[config.mk]
export PLATFORM = sky130hd
export DESIGN_NAME = multiphase_pwm_phase_timing
export DESIGN_NICKNAME = d
export VERILOG_FILES = /design/src/design/pwm_phase_pkg.sv /design/src/design/multiphase_pwm_phase_timing.sv
export VERILOG_INCLUDE_DIRS = /design/src /design/src/design
export SDC_FILE = /design/constraint.sdc
export NUM_CORES = 1
export LEC_CHECK = 0
export BUFFER_PORTS_ARGS = -buffer_cell sky130_fd_sc_hd__clkbuf_2
export CAP_MARGIN = 30
export CORE_MARGIN = 2
export CORE_UTILIZATION = 45
export CTS_CLUSTER_SIZE = 10
export DETAILED_ROUTE_END_ITERATION = 16
export PLACE_DENSITY = 0.68
export RECOVER_POWER = 50
export SYNTH_ARGS = -nofsm -noshare
export SYNTH_HDL_FRONTEND = slang
export SYNTH_SLANG_ARGS = --single-unit
[constraint.sdc]
create_clock -name CORE_CLK -period 69.5 [get_ports CORE_CLK]
set_clock_uncertainty 0.15 [all_clocks]
set_input_delay 3.475 -clock CORE_CLK [delete_from_list [all_inputs] [get_ports CORE_CLK]]
set_output_delay 3.475 -clock CORE_CLK [all_outputs]
set_load 0.1 [all_outputs]
[src/design/pwm_phase_regs.svh]
`ifndef PWM_PHASE_REGS_SVH
`define PWM_PHASE_REGS_SVH
`define CLK_FREQ_HZ      10000000
`define NUM_CH           4
`define CUR_W            12
`define PER_W            12
`define STRAP_CYCLES     12'h008
`define MIN_PERIOD       12'h006
`endif

[src/design/pwm_phase_pkg.sv]
package pwm_phase_pkg;
  typedef enum logic [0:0] {
    ST_STRAP = 1'b0,
    ST_RUN   = 1'b1
  } mode_t;

  typedef struct packed {
    mode_t           mode;
    logic [11:0]     strap_cnt;
    logic [2:0]      nch;
    logic [11:0]     period;
    logic [11:0]     third;
    logic [11:0]     cnt;
    logic [3:0]      out;
    logic [3:0]      win;
    logic [3:0][11:0] fcnt;
    logic [3:0][11:0] wcnt;
    logic [3:0][11:0] track;
    logic [3:0][11:0] hold;
    logic [11:0]     avg;
  } state_t;
endpackage : pwm_phase_pkg

[src/design/multiphase_pwm_phase_timing.sv]
`timescale 1ns/1ns
`default_nettype none
`include "pwm_phase_regs.svh"

module multiphase_pwm_phase_timing (
  // Clock and reset
  input  wire logic              CORE_CLK,
  input  wire logic              RESET,
  // Switching period in core clock cycles, set by the frequency resistor
  input  wire logic [11:0]       FREQ_SET_PIN,
  // Comparator: corrected error level has crossed each channel's ramp
  input  wire logic [3:0]        RAMP_CROSS,
  // Sensed current per channel
  input  wire logic [3:0][11:0]  CURRENT_SENSE_INPUT,
  // Phase outputs; 3 and 4 are two-way for strap sensing
  output logic                   PHASE_OUT_1,
  output logic                   PHASE_OUT_2,
  input  wire logic              PHASE_OUT_3_IN,
  output logic                   PHASE_OUT_3_OUT,
  output logic                   PHASE_OUT_3_OE,
  input  wire logic              PHASE_OUT_4_IN,
  output logic                   PHASE_OUT_4_OUT,
  output logic                   PHASE_OUT_4_OE,
  // Sample and hold results
  output logic [3:0]             SAMPLE_WINDOW,
  output logic [3:0][11:0]       SAMPLED_CURRENT,
  output logic [11:0]            CYCLE_AVERAGE_CURRENT,
  output logic [2:0]             ACTIVE_CHANNELS,
  output logic                   RUNNING
);

  pwm_phase_pkg::state_t s_r;
  pwm_phase_pkg::state_t s_nxt;

  logic [3:0]       active;
  logic [3:0]       at_term;
  logic [3:0]       off_done;
  logic [3:0][11:0] term_off;
  logic [3:0][13:0] prod;
  logic [13:0]      sum;
  logic [2:0]       nsel;
  logic [11:0]      per_in;

  // Operating sequence
  //   Reset clears every phase output, window and held sample, and
  //   releases phase outputs 3 and 4 so that their straps can be read.
  //   The strap phase then runs for a fixed number of clocks; on its
  //   last clock the straps and the period input are latched together.
  //   From then on the channel count and period stay fixed until the
  //   next reset, so a strap that moves later cannot reshape the phases.
  //
  // Termination clock
  //   One counter runs from zero to the period minus one. Zero is the
  //   termination of phase output 1 and so the start of every cycle.
  //   Channel k terminates at floor(period * k / count), which gives
  //   quarter, half or third spacing from the same divider.
  //   Periods below the minimum are clamped, so a third of the period
  //   is never zero and the forced off-time always exists.
  //
  // Per-channel sequence
  //   A high output falls at its termination; the forced off counter
  //   and the sample window both load a third of the period there.
  //   While the off counter runs the comparator is ignored. Once it
  //   reaches zero the first comparator crossing raises the output,
  //   one clock later. A termination and a crossing in one clock
  //   resolve to low, so a pulse never runs into the next cycle.
  //   An output that is still low at its termination starts no window:
  //   there was no conduction interval worth sampling.
  //
  // Sample and hold
  //   The window follows the sense input and freezes it on its last
  //   clock. The frozen value stands until the next window ends, a
  //   full switching cycle later in steady state.
  //   The average is formed from the held values one clock later and
  //   truncates toward zero.
  //
  // Inactive channels
  //   Their outputs, windows and held samples stay at zero, so they
  //   add nothing to the average. Outputs 3 and 4 keep their drivers
  //   off while strapped, so a tie to the supply is never fought.
  //
  // Example: period 12 with four channels
  //   Terminations fall at counts 0, 3, 6 and 9. A third of the
  //   period is 4, so each output stays low for at least 4 clocks
  //   and each window is high for exactly 4 clocks after its fall.
  //   With the comparator held high every output rises on the first
  //   clock after its off-time and falls again at its next termination.

  // Per-channel termination point and activity
  genvar g;
  for (g = 0; g < 4; g++) begin : g_chan
    assign active[g]   = RUNNING && (3'(g) < s_r.nch);
    assign prod[g]     = 14'(s_r.period) * 14'(g);
    assign term_off[g] = 12'(prod[g] / 14'(s_r.nch));
    assign at_term[g]  = RUNNING && (s_r.cnt == term_off[g]);
    assign off_done[g] = (s_r.fcnt[g] == 12'h000);
  end

  always_comb begin
    s_nxt  = s_r;
    sum    = 14'h0000;
    nsel   = 3'h4;
    per_in = FREQ_SET_PIN;
    case (s_r.mode)
      pwm_phase_pkg::ST_STRAP: begin
        // Outputs 3 and 4 are released so the straps can be read
        s_nxt.strap_cnt = s_r.strap_cnt + 12'h001;
        if (s_r.strap_cnt == `STRAP_CYCLES - 12'h001) begin
          if (PHASE_OUT_3_IN && PHASE_OUT_4_IN) begin
            nsel = 3'h1;
          end else if (PHASE_OUT_3_IN) begin
            nsel = 3'h2;
          end else if (PHASE_OUT_4_IN) begin
            nsel = 3'h3;
          end else begin
            nsel = 3'h4;
          end
          if (per_in < `MIN_PERIOD) begin
            per_in = `MIN_PERIOD;
          end
          s_nxt.nch    = nsel;
          s_nxt.period = per_in;
          s_nxt.third  = per_in / 12'h003;
          s_nxt.cnt    = 12'h000;
          s_nxt.mode   = pwm_phase_pkg::ST_RUN;
        end
      end
      pwm_phase_pkg::ST_RUN: begin
        // Termination clock: one period count per switching cycle
        if (s_r.cnt == s_r.period - 12'h001) begin
          s_nxt.cnt = 12'h000;
        end else begin
          s_nxt.cnt = s_r.cnt + 12'h001;
        end
        for (int k = 0; k < 4; k++) begin
          if (!active[k]) begin
            s_nxt.out[k]   = 1'b0;
            s_nxt.win[k]   = 1'b0;
            s_nxt.fcnt[k]  = 12'h000;
            s_nxt.hold[k]  = 12'h000;
          end else begin
            if (s_r.fcnt[k] != 12'h000) begin
              s_nxt.fcnt[k] = s_r.fcnt[k] - 12'h001;
            end
            // Sample window tracks the input, then freezes the value
            if (s_r.win[k]) begin
              s_nxt.track[k] = CURRENT_SENSE_INPUT[k];
              if (s_r.wcnt[k] == 12'h001) begin
                s_nxt.win[k]  = 1'b0;
                s_nxt.hold[k] = CURRENT_SENSE_INPUT[k];
              end
              s_nxt.wcnt[k] = s_r.wcnt[k] - 12'h001;
            end
            if (at_term[k]) begin
              // Termination wins over a crossing in the same cycle
              s_nxt.out[k] = 1'b0;
              if (s_r.out[k]) begin
                s_nxt.fcnt[k]  = s_r.third;
                s_nxt.win[k]   = 1'b1;
                s_nxt.wcnt[k]  = s_r.third;
                s_nxt.track[k] = CURRENT_SENSE_INPUT[k];
              end
            end else if (!s_r.out[k] && off_done[k] && RAMP_CROSS[k]) begin
              s_nxt.out[k] = 1'b1;
            end
          end
          if (active[k]) begin
            sum = sum + 14'(s_r.hold[k]);
          end
        end
        s_nxt.avg = 12'(sum / 14'(s_r.nch));
      end
      default: begin
        s_nxt.mode = pwm_phase_pkg::ST_STRAP;
      end
    endcase
  end

  // Synchronous reset; the count reads four until the straps are latched
  always_ff @(posedge CORE_CLK) begin
    if (RESET) begin
      s_r      <= '0;
      s_r.mode <= pwm_phase_pkg::ST_STRAP;
      s_r.nch  <= 3'h4;
    end else begin
      s_r <= s_nxt;
    end
  end

  // Output stage
  //   Phase levels, windows and held samples come straight from the
  //   state register; only RUNNING and the output enables are decoded here.
  assign RUNNING               = (s_r.mode == pwm_phase_pkg::ST_RUN);
  assign PHASE_OUT_1           = s_r.out[0];
  assign PHASE_OUT_2           = s_r.out[1];
  assign PHASE_OUT_3_OUT       = s_r.out[2];
  assign PHASE_OUT_4_OUT       = s_r.out[3];
  // Strapped pins are never driven against the supply
  assign PHASE_OUT_3_OE        = RUNNING && (s_r.nch > 3'h2);
  assign PHASE_OUT_4_OE        = RUNNING && (s_r.nch > 3'h3);
  assign SAMPLE_WINDOW         = s_r.win;
  assign SAMPLED_CURRENT       = s_r.hold;
  assign CYCLE_AVERAGE_CURRENT = s_r.avg;
  assign ACTIVE_CHANNELS       = s_r.nch;

endmodule : multiphase_pwm_phase_timing

`default_nettype wire

### Word level (Yosys, flattened, before mapping)

Index checks and enable logic that the tools add are counted.

* register bits: 216
* bits of input ports: 68
* logic and storage cells: 211

* add/subtract/negate cells: 14
* multiply operators: 1
* div/mod/pow operators: 6
* magnitude comparators: 7
* equality and inequality tests: 23
* muxes and demuxes: 91
* bitwise logic cells: 1
* reduce and logical (&&, ||, !) cells: 44

Operators by type and width (number)
* 12-bit 2-to-1 mux: 45
* 12-bit by 1-bit subtractor with 12-bit output (second input constant): 9
* 14-bit 2-to-1 mux: 7
* 12-bit == test: 5
* 12-bit by 1-bit == test with 1-bit output (second input constant): 4
* 12-bit zero test: 4
* 12-bit nonzero test: 4
* 14-bit by 12-bit adder with 14-bit output: 3
* 40-bit 2-to-1 mux: 1
* 39-bit 2-to-1 mux: 1
* 1-bit 2-to-1 mux: 33
* 14-bit by 3-bit divider with 14-bit output: 2
* 12-bit by 1-bit adder with 12-bit output (second input constant): 2
* 12-bit one-hot mux with 2 select lines: 1
* 1-bit logical AND: 19
* 2-bit AND reduction: 9
* 0-bit by 3-bit divider with 14-bit output: 1
* 12-bit by 3-bit divider with 14-bit output: 1
* 13-bit by 3-bit divider with 14-bit output: 1
* 12-bit by 2-bit multiplier with 14-bit output (second input constant): 1
* 12-bit by 2-bit divider with 12-bit output (second input constant): 1
* 12-bit by 3-bit == test with 1-bit output (second input constant): 1
* 12-bit by 3-bit less-than comparator with 1-bit output (second input constant): 1
* 3-bit by 1-bit inequality test with 1-bit output (second input constant): 4
* other kinds (9): 27

### Depth between registers and ports, before layout

* depth in word-level cells: 14
* gate-level depth with buffers: 146
* mapped depth without buffers: 138

### Worst setup path after synthesis

Ideal clock, no wire load.

* path type: reg-to-reg
* start point: reg s_r (netlist bit RUNNING)
* end point: reg s_r (netlist bit CYCLE_AVERAGE_CURRENT[0])
* library setup time: 0.116 ns
* arrival time: 28.409 ns
* data required time: 69.234 ns
* setup slack: 40.825 ns
* cell stages (with the launch flop): 142
* period minus slack after synthesis: 28.675 ns
* cells stage by stage: dfxtp_1 -> clkbuf_1 -> clkbuf_1 -> clkbuf_1 -> clkbuf_1 -> clkbuf_1 -> clkbuf_1 -> and3_1 -> ha_1 -> a21o_1 -> maj3_1 -> maj3_1 -> a21oi_1 -> xnor2_1 -> a22o_1 -> ha_1 -> nand2_1 -> a211oi_1 -> [... 106 more ...] -> ha_1 -> o21ai_0 -> nand2b_1 -> a21oi_1 -> nand3_1 -> nor4_1 -> o2111ai_1 -> nor2_1 -> a21oi_1 -> ha_1 -> a21boi_0 -> o21ai_0 -> nand3_1 -> a21oi_1 -> o21ai_0 -> nor4_1 -> a311oi_1 -> a31o_2

* cells in the longest elaborated chain, start to end: 13
* elaborated cells between the ends (all ways): 16
* those cells by class: add/sub (3); div (1); mux (8); reduce/logical (4)

Ends and longest elaborated chain
* start: declaration: line multiphase_pwm_phase_timing.sv:32 `pwm_phase_pkg::state_t s_r;`
* start signal: assignment: line multiphase_pwm_phase_timing.sv:186 `s_r <= s_nxt;`
* 1-bit logical AND: line multiphase_pwm_phase_timing.sv:92 `assign active[g] = RUNNING && (3'(g) < s_r.nch);`
* 12-bit 2-to-1 mux: line multiphase_pwm_phase_timing.sv:167 `if (active[k]) begin`
* 14-bit 2-to-1 mux: line multiphase_pwm_phase_timing.sv:104 `case (s_r.mode)`
* 14-bit by 12-bit adder with 14-bit output: line multiphase_pwm_phase_timing.sv:168 `sum = sum + 14'(s_r.hold[k]);`
* 14-bit 2-to-1 mux: line multiphase_pwm_phase_timing.sv:167
* 14-bit 2-to-1 mux: line multiphase_pwm_phase_timing.sv:104
* 14-bit by 12-bit adder with 14-bit output: line multiphase_pwm_phase_timing.sv:168
* 14-bit 2-to-1 mux: line multiphase_pwm_phase_timing.sv:167
* 14-bit 2-to-1 mux: line multiphase_pwm_phase_timing.sv:104
* 14-bit by 12-bit adder with 14-bit output: line multiphase_pwm_phase_timing.sv:168
* 14-bit 2-to-1 mux: line multiphase_pwm_phase_timing.sv:167
* 14-bit 2-to-1 mux: line multiphase_pwm_phase_timing.sv:104
* 14-bit by 3-bit divider with 14-bit output: line multiphase_pwm_phase_timing.sv:171 `s_nxt.avg = 12'(sum / 14'(s_r.nch));`

Several ways; a longest one is shown, not always the timed one. The select of a mux whose other input is x is not followed.
A chain may end at the register's enable or synchronous reset.

### Worst setup path in the final report

* start point: reg s_r (netlist bit ACTIVE_CHANNELS[2])
* end point: reg s_r (netlist bit CYCLE_AVERAGE_CURRENT[0])

* cells in the longest elaborated chain, start to end: 14
* elaborated cells between the ends (all ways): 20
* those cells by class: add/sub (3); div (1); order compare (4); mux (8); reduce/logical (4)

Ends and longest elaborated chain (line)
* 1-bit by 3-bit less-than comparator with 1-bit output: multiphase_pwm_phase_timing.sv:92
* 1-bit logical AND: multiphase_pwm_phase_timing.sv:92
* 12-bit 2-to-1 mux: multiphase_pwm_phase_timing.sv:167
* 14-bit 2-to-1 mux: multiphase_pwm_phase_timing.sv:104
* 14-bit by 12-bit adder with 14-bit output: multiphase_pwm_phase_timing.sv:168
* 14-bit 2-to-1 mux: multiphase_pwm_phase_timing.sv:167
* 14-bit 2-to-1 mux: multiphase_pwm_phase_timing.sv:104
* 14-bit by 12-bit adder with 14-bit output: multiphase_pwm_phase_timing.sv:168
* 14-bit 2-to-1 mux: multiphase_pwm_phase_timing.sv:167
* 14-bit 2-to-1 mux: multiphase_pwm_phase_timing.sv:104
* 14-bit by 12-bit adder with 14-bit output: multiphase_pwm_phase_timing.sv:168
* 14-bit 2-to-1 mux: multiphase_pwm_phase_timing.sv:167
* 14-bit 2-to-1 mux: multiphase_pwm_phase_timing.sv:104
* 14-bit by 3-bit divider with 14-bit output (*): multiphase_pwm_phase_timing.sv:171

Every way passes the cells marked *; elsewhere a longest branch is shown, timed or not. The select of a mux whose other input is x is not followed.

==> impl_metrics.csv <==
group,metric,value,unit
critical_path,worstPathMaxFanout,21,
yosys,synth.avg_cell_area,7.16,um^2
critical_path,crit_path_start_kind,"register",
yosys,synth-edff-count,0,
power_and_ir_drop,combPwrFrac,73.4,%
routing,viasPerCell,6.25,
routing,drt-initial-drc-count,2837,
yosys,synth_xor_area_share,6.48,%
power_and_ir_drop,clockPowerShare,13.9,%
placement,placed_area,32600,um^2
clocking,cts.clk_slew.worst_paths,0.06,ns
global_routing,groute.usage.overall,25.7,%
yosys,synth_compound_area_share,29.8,%
critical_path,worstPathRequired,69.81,ns
finish,area_growth_syn_to_layout,5.48,%
global_routing,grt_pass1_wl,158000,um
yosys,yosys-top-cells-area,"dfxtp_1 14%, ha_1 10%, nor2_1 5.5%",
sta,rsz0062_at_grt,"no",
yosys,ys_dominant_reg_cell,"dfxtp_1",
power_and_ir_drop,p_leak,0.0138,uW
die,fp.dieH,269,um
finish,finish.cell_count_without_fillers,5333,
yosys,yosysMostFrequentCell,"nor2_1",
sta,setup_viol,0,
placement,hpwl,74800,um
worst_hold_path,hold_class,"register to register",
yosys,syn_area,31600,um^2
power_and_ir_drop,ir_worst_vdd,0.0216,mV
finish,fillers,7045,
die,io_pins,142,
global_routing,antenna_found_initial,3,
sta,fmax,0.0312,GHz
sta,relSlewSlack,-125,%
power_and_ir_drop,p_switching,514,uW
global_routing,grt_max_degree,72,
power_and_ir_drop,pwr-share-seq,12.8,%
clocking,cts.sinks,215,
routing,wl_per_cell,18.5,um
flow_run,maxCapViolCount,3,
placement,gp_congestion,0.958,
yosys,synth_cell_types,126,
clocking,clk_latency,0.60,ns
critical_path,path_common_cell,"o21ai_0",
sta,fin_setup_tns,0,ns
yosys,netlist.area_leader.share,13.6,%
sta,whs,0.313,ns
die,core_area,69800,um^2
power_and_ir_drop,p_sw_share,51.3,%
finish,nets,4714,
yosys,yosysWarnings,0,
global_routing,overflow,0,
yosys,synthSimpleGateAreaFrac,28.0,%
critical_path,cp_slowest_stage_delay,0.77,ns
routing,drt_first_pass_iters,7,
placement,io_buffers,141,
clocking,cts_resized,0,
placement,dp_cells,5289,
run_status,outcome,"finished with violations",
yosys,synth_top_family_by_area,"compound AO/OA/AOI/OAI gates",
routing,routed_wl,98500,um
critical_path,critPathCaptureType,"register",
routing,antenna_left,0,
die,die-width,269,um
routing,via_count,33331,
yosys,yosysSeqAreaShare,13.6,%
yosys,synthMuxAreaShare,5.64,%
power_and_ir_drop,internal_power,489,uW
sta,drv_slew,183,
sta,min_period_over_period,46.1,%
critical_path,crit_slowest_cell,"a2111oi_2",
yosys,ys_ff_latch,215,
clocking,clockBufferDepth,3,
die,rows,97,
die,initial_core_util,45.3,%
die,die-area,72400,um^2
finish,stdcell_area,33400,um^2
sta,hold_viol,0,
clocking,cts.root.buffer_cell,"clkbuf_16",
run_status,violations,"max-capacitance violations, max-slew violations",
finish,drive_gt1_share,7.72,%
global_routing,first_global_vias,30091,
critical_path,worstPathArrival,32.34,ns
yosys,yosys.area.top_type,"dfxtp_1",
yosys,synth_async_sr_flop_share,0,%
clocking,cts_setup_buffers,0,
yosys,synthCells,4420,
clocking,cts_hold_buf,0,
clocking,cts_max_level,1,
clocking,cts_buffers,28,
sta,min_period,32.03,ns
critical_path,path_class,"register to register",
power_and_ir_drop,total_power,1000,uW
routing,drc_errors,0,
sta,tightest_slew,3.37,ns
yosys,synthAdderAreaFrac,10.8,%
power_and_ir_drop,power_density,30.1,nW/um^2
clocking,cts_tree,"done",
yosys,yosys-top-cells-count,"466 x nor2_1, 376 x nand2_1, 276 x o21ai_0, 262 x ha_1, 251 x a21oi_1",
[critical path: cells and delay by family (launching register included)]
kind,cells,cell delay [ns]
buf+inv,6,0.57
xor+xnor,2,0.31
flops,1,0.29
simple gates,39,9.24
mux,8,2.47
fa+ha+maj,18,5.41
compound gates,61,13.36
[power groups by stage]
stage,Clock [uW],Sequential (uW),Combinational (uW)
2_1_floorplan,0,130,588
3_3_place_gp,0,131,713
3_5_place_dp,0,131,718
4_1_cts,141,128,723
5_1_grt,145,128,815
6_report,139,128,736
[layout by cell type, fill, tap and decap left out, drive strengths merged, types with 99 or more instances in the layout]
| master | instances |
|---|---|
| nor2 | 468 |
| nor3 | 193 |
| clkbuf | 177 |
| mux2i | 112 |
| nand3 | 138 |
| o21a | 99 |
| xnor2 | 161 |
| a21oi | 256 |
| o21ai | 317 |
| nand2 | 376 |
| dfxtp | 215 |
| inv | 130 |
| ha | 262 |
[kinds of logic (layout without fill, tap and decap cells)]
group | after synthesis | count (layout)
other cells | 1 | 7
flops | 215 | 215
xor+xnor | 234 | 234
fa+ha+maj | 272 | 272
compound gates | 1382 | 1382
simple gates | 1759 | 1759
buf+inv | 389 | 356
mux | 168 | 168
[sequential cells by signal, summed over array words and instances (netlist names), 3 cells and up]
register	cells
s_r	143
SAMPLED_CURRENT	48
CYCLE_AVERAGE_CURRENT	12
SAMPLE_WINDOW	4
ACTIVE_CHANNELS	3
[per-layer routing]
metal  vias up  wire [um]  GRT usage, %
met4         0       2630          7.13
li1      16392          -             -
met2      1193      44300          43.1
met5         -          0             0
met1     15578      44500          34.7
met3       168       7150          3.01
[metrics by stage]
step           setup slack, ns  utilization, %
2_1_floorplan            40.83               -
3_5_place_dp             37.98            46.7
5_1_grt                  34.18            47.8
6_report                 37.47            47.8
3_3_place_gp             39.14            46.6
4_1_cts                  37.89            47.9
[final timing paths]
| check | slack, ns | end | depth (start not counted) | startpoint |
|---|---|---|---|---|
| max | 37.47 | CYCLE_AVERAGE_CURRENT[0] | 134 | ACTIVE_CHANNELS[2] |
| min | 0.31 | s_r[173] | 1 | s_r[173] |
| max reg2reg | 37.47 | CYCLE_AVERAGE_CURRENT[0] | 134 | ACTIVE_CHANNELS[2] |
| min reg2reg | 0.31 | s_r[173] | 1 | s_r[173] |
[layout make-up]
cell class	instances	area, um^2	area share (%)
diodes	3	7.51	0.0225
repair buffers	180	923	2.77
clock buffers	34	753	2.26
clock inverters	7	93.8	0.281
flip-flops and latches	215	4310	12.9
multi-input cells	3819	25600	76.7
inverters	135	510	1.53
well taps	940	1180	3.53
Power figures use the tool's default switching activity.
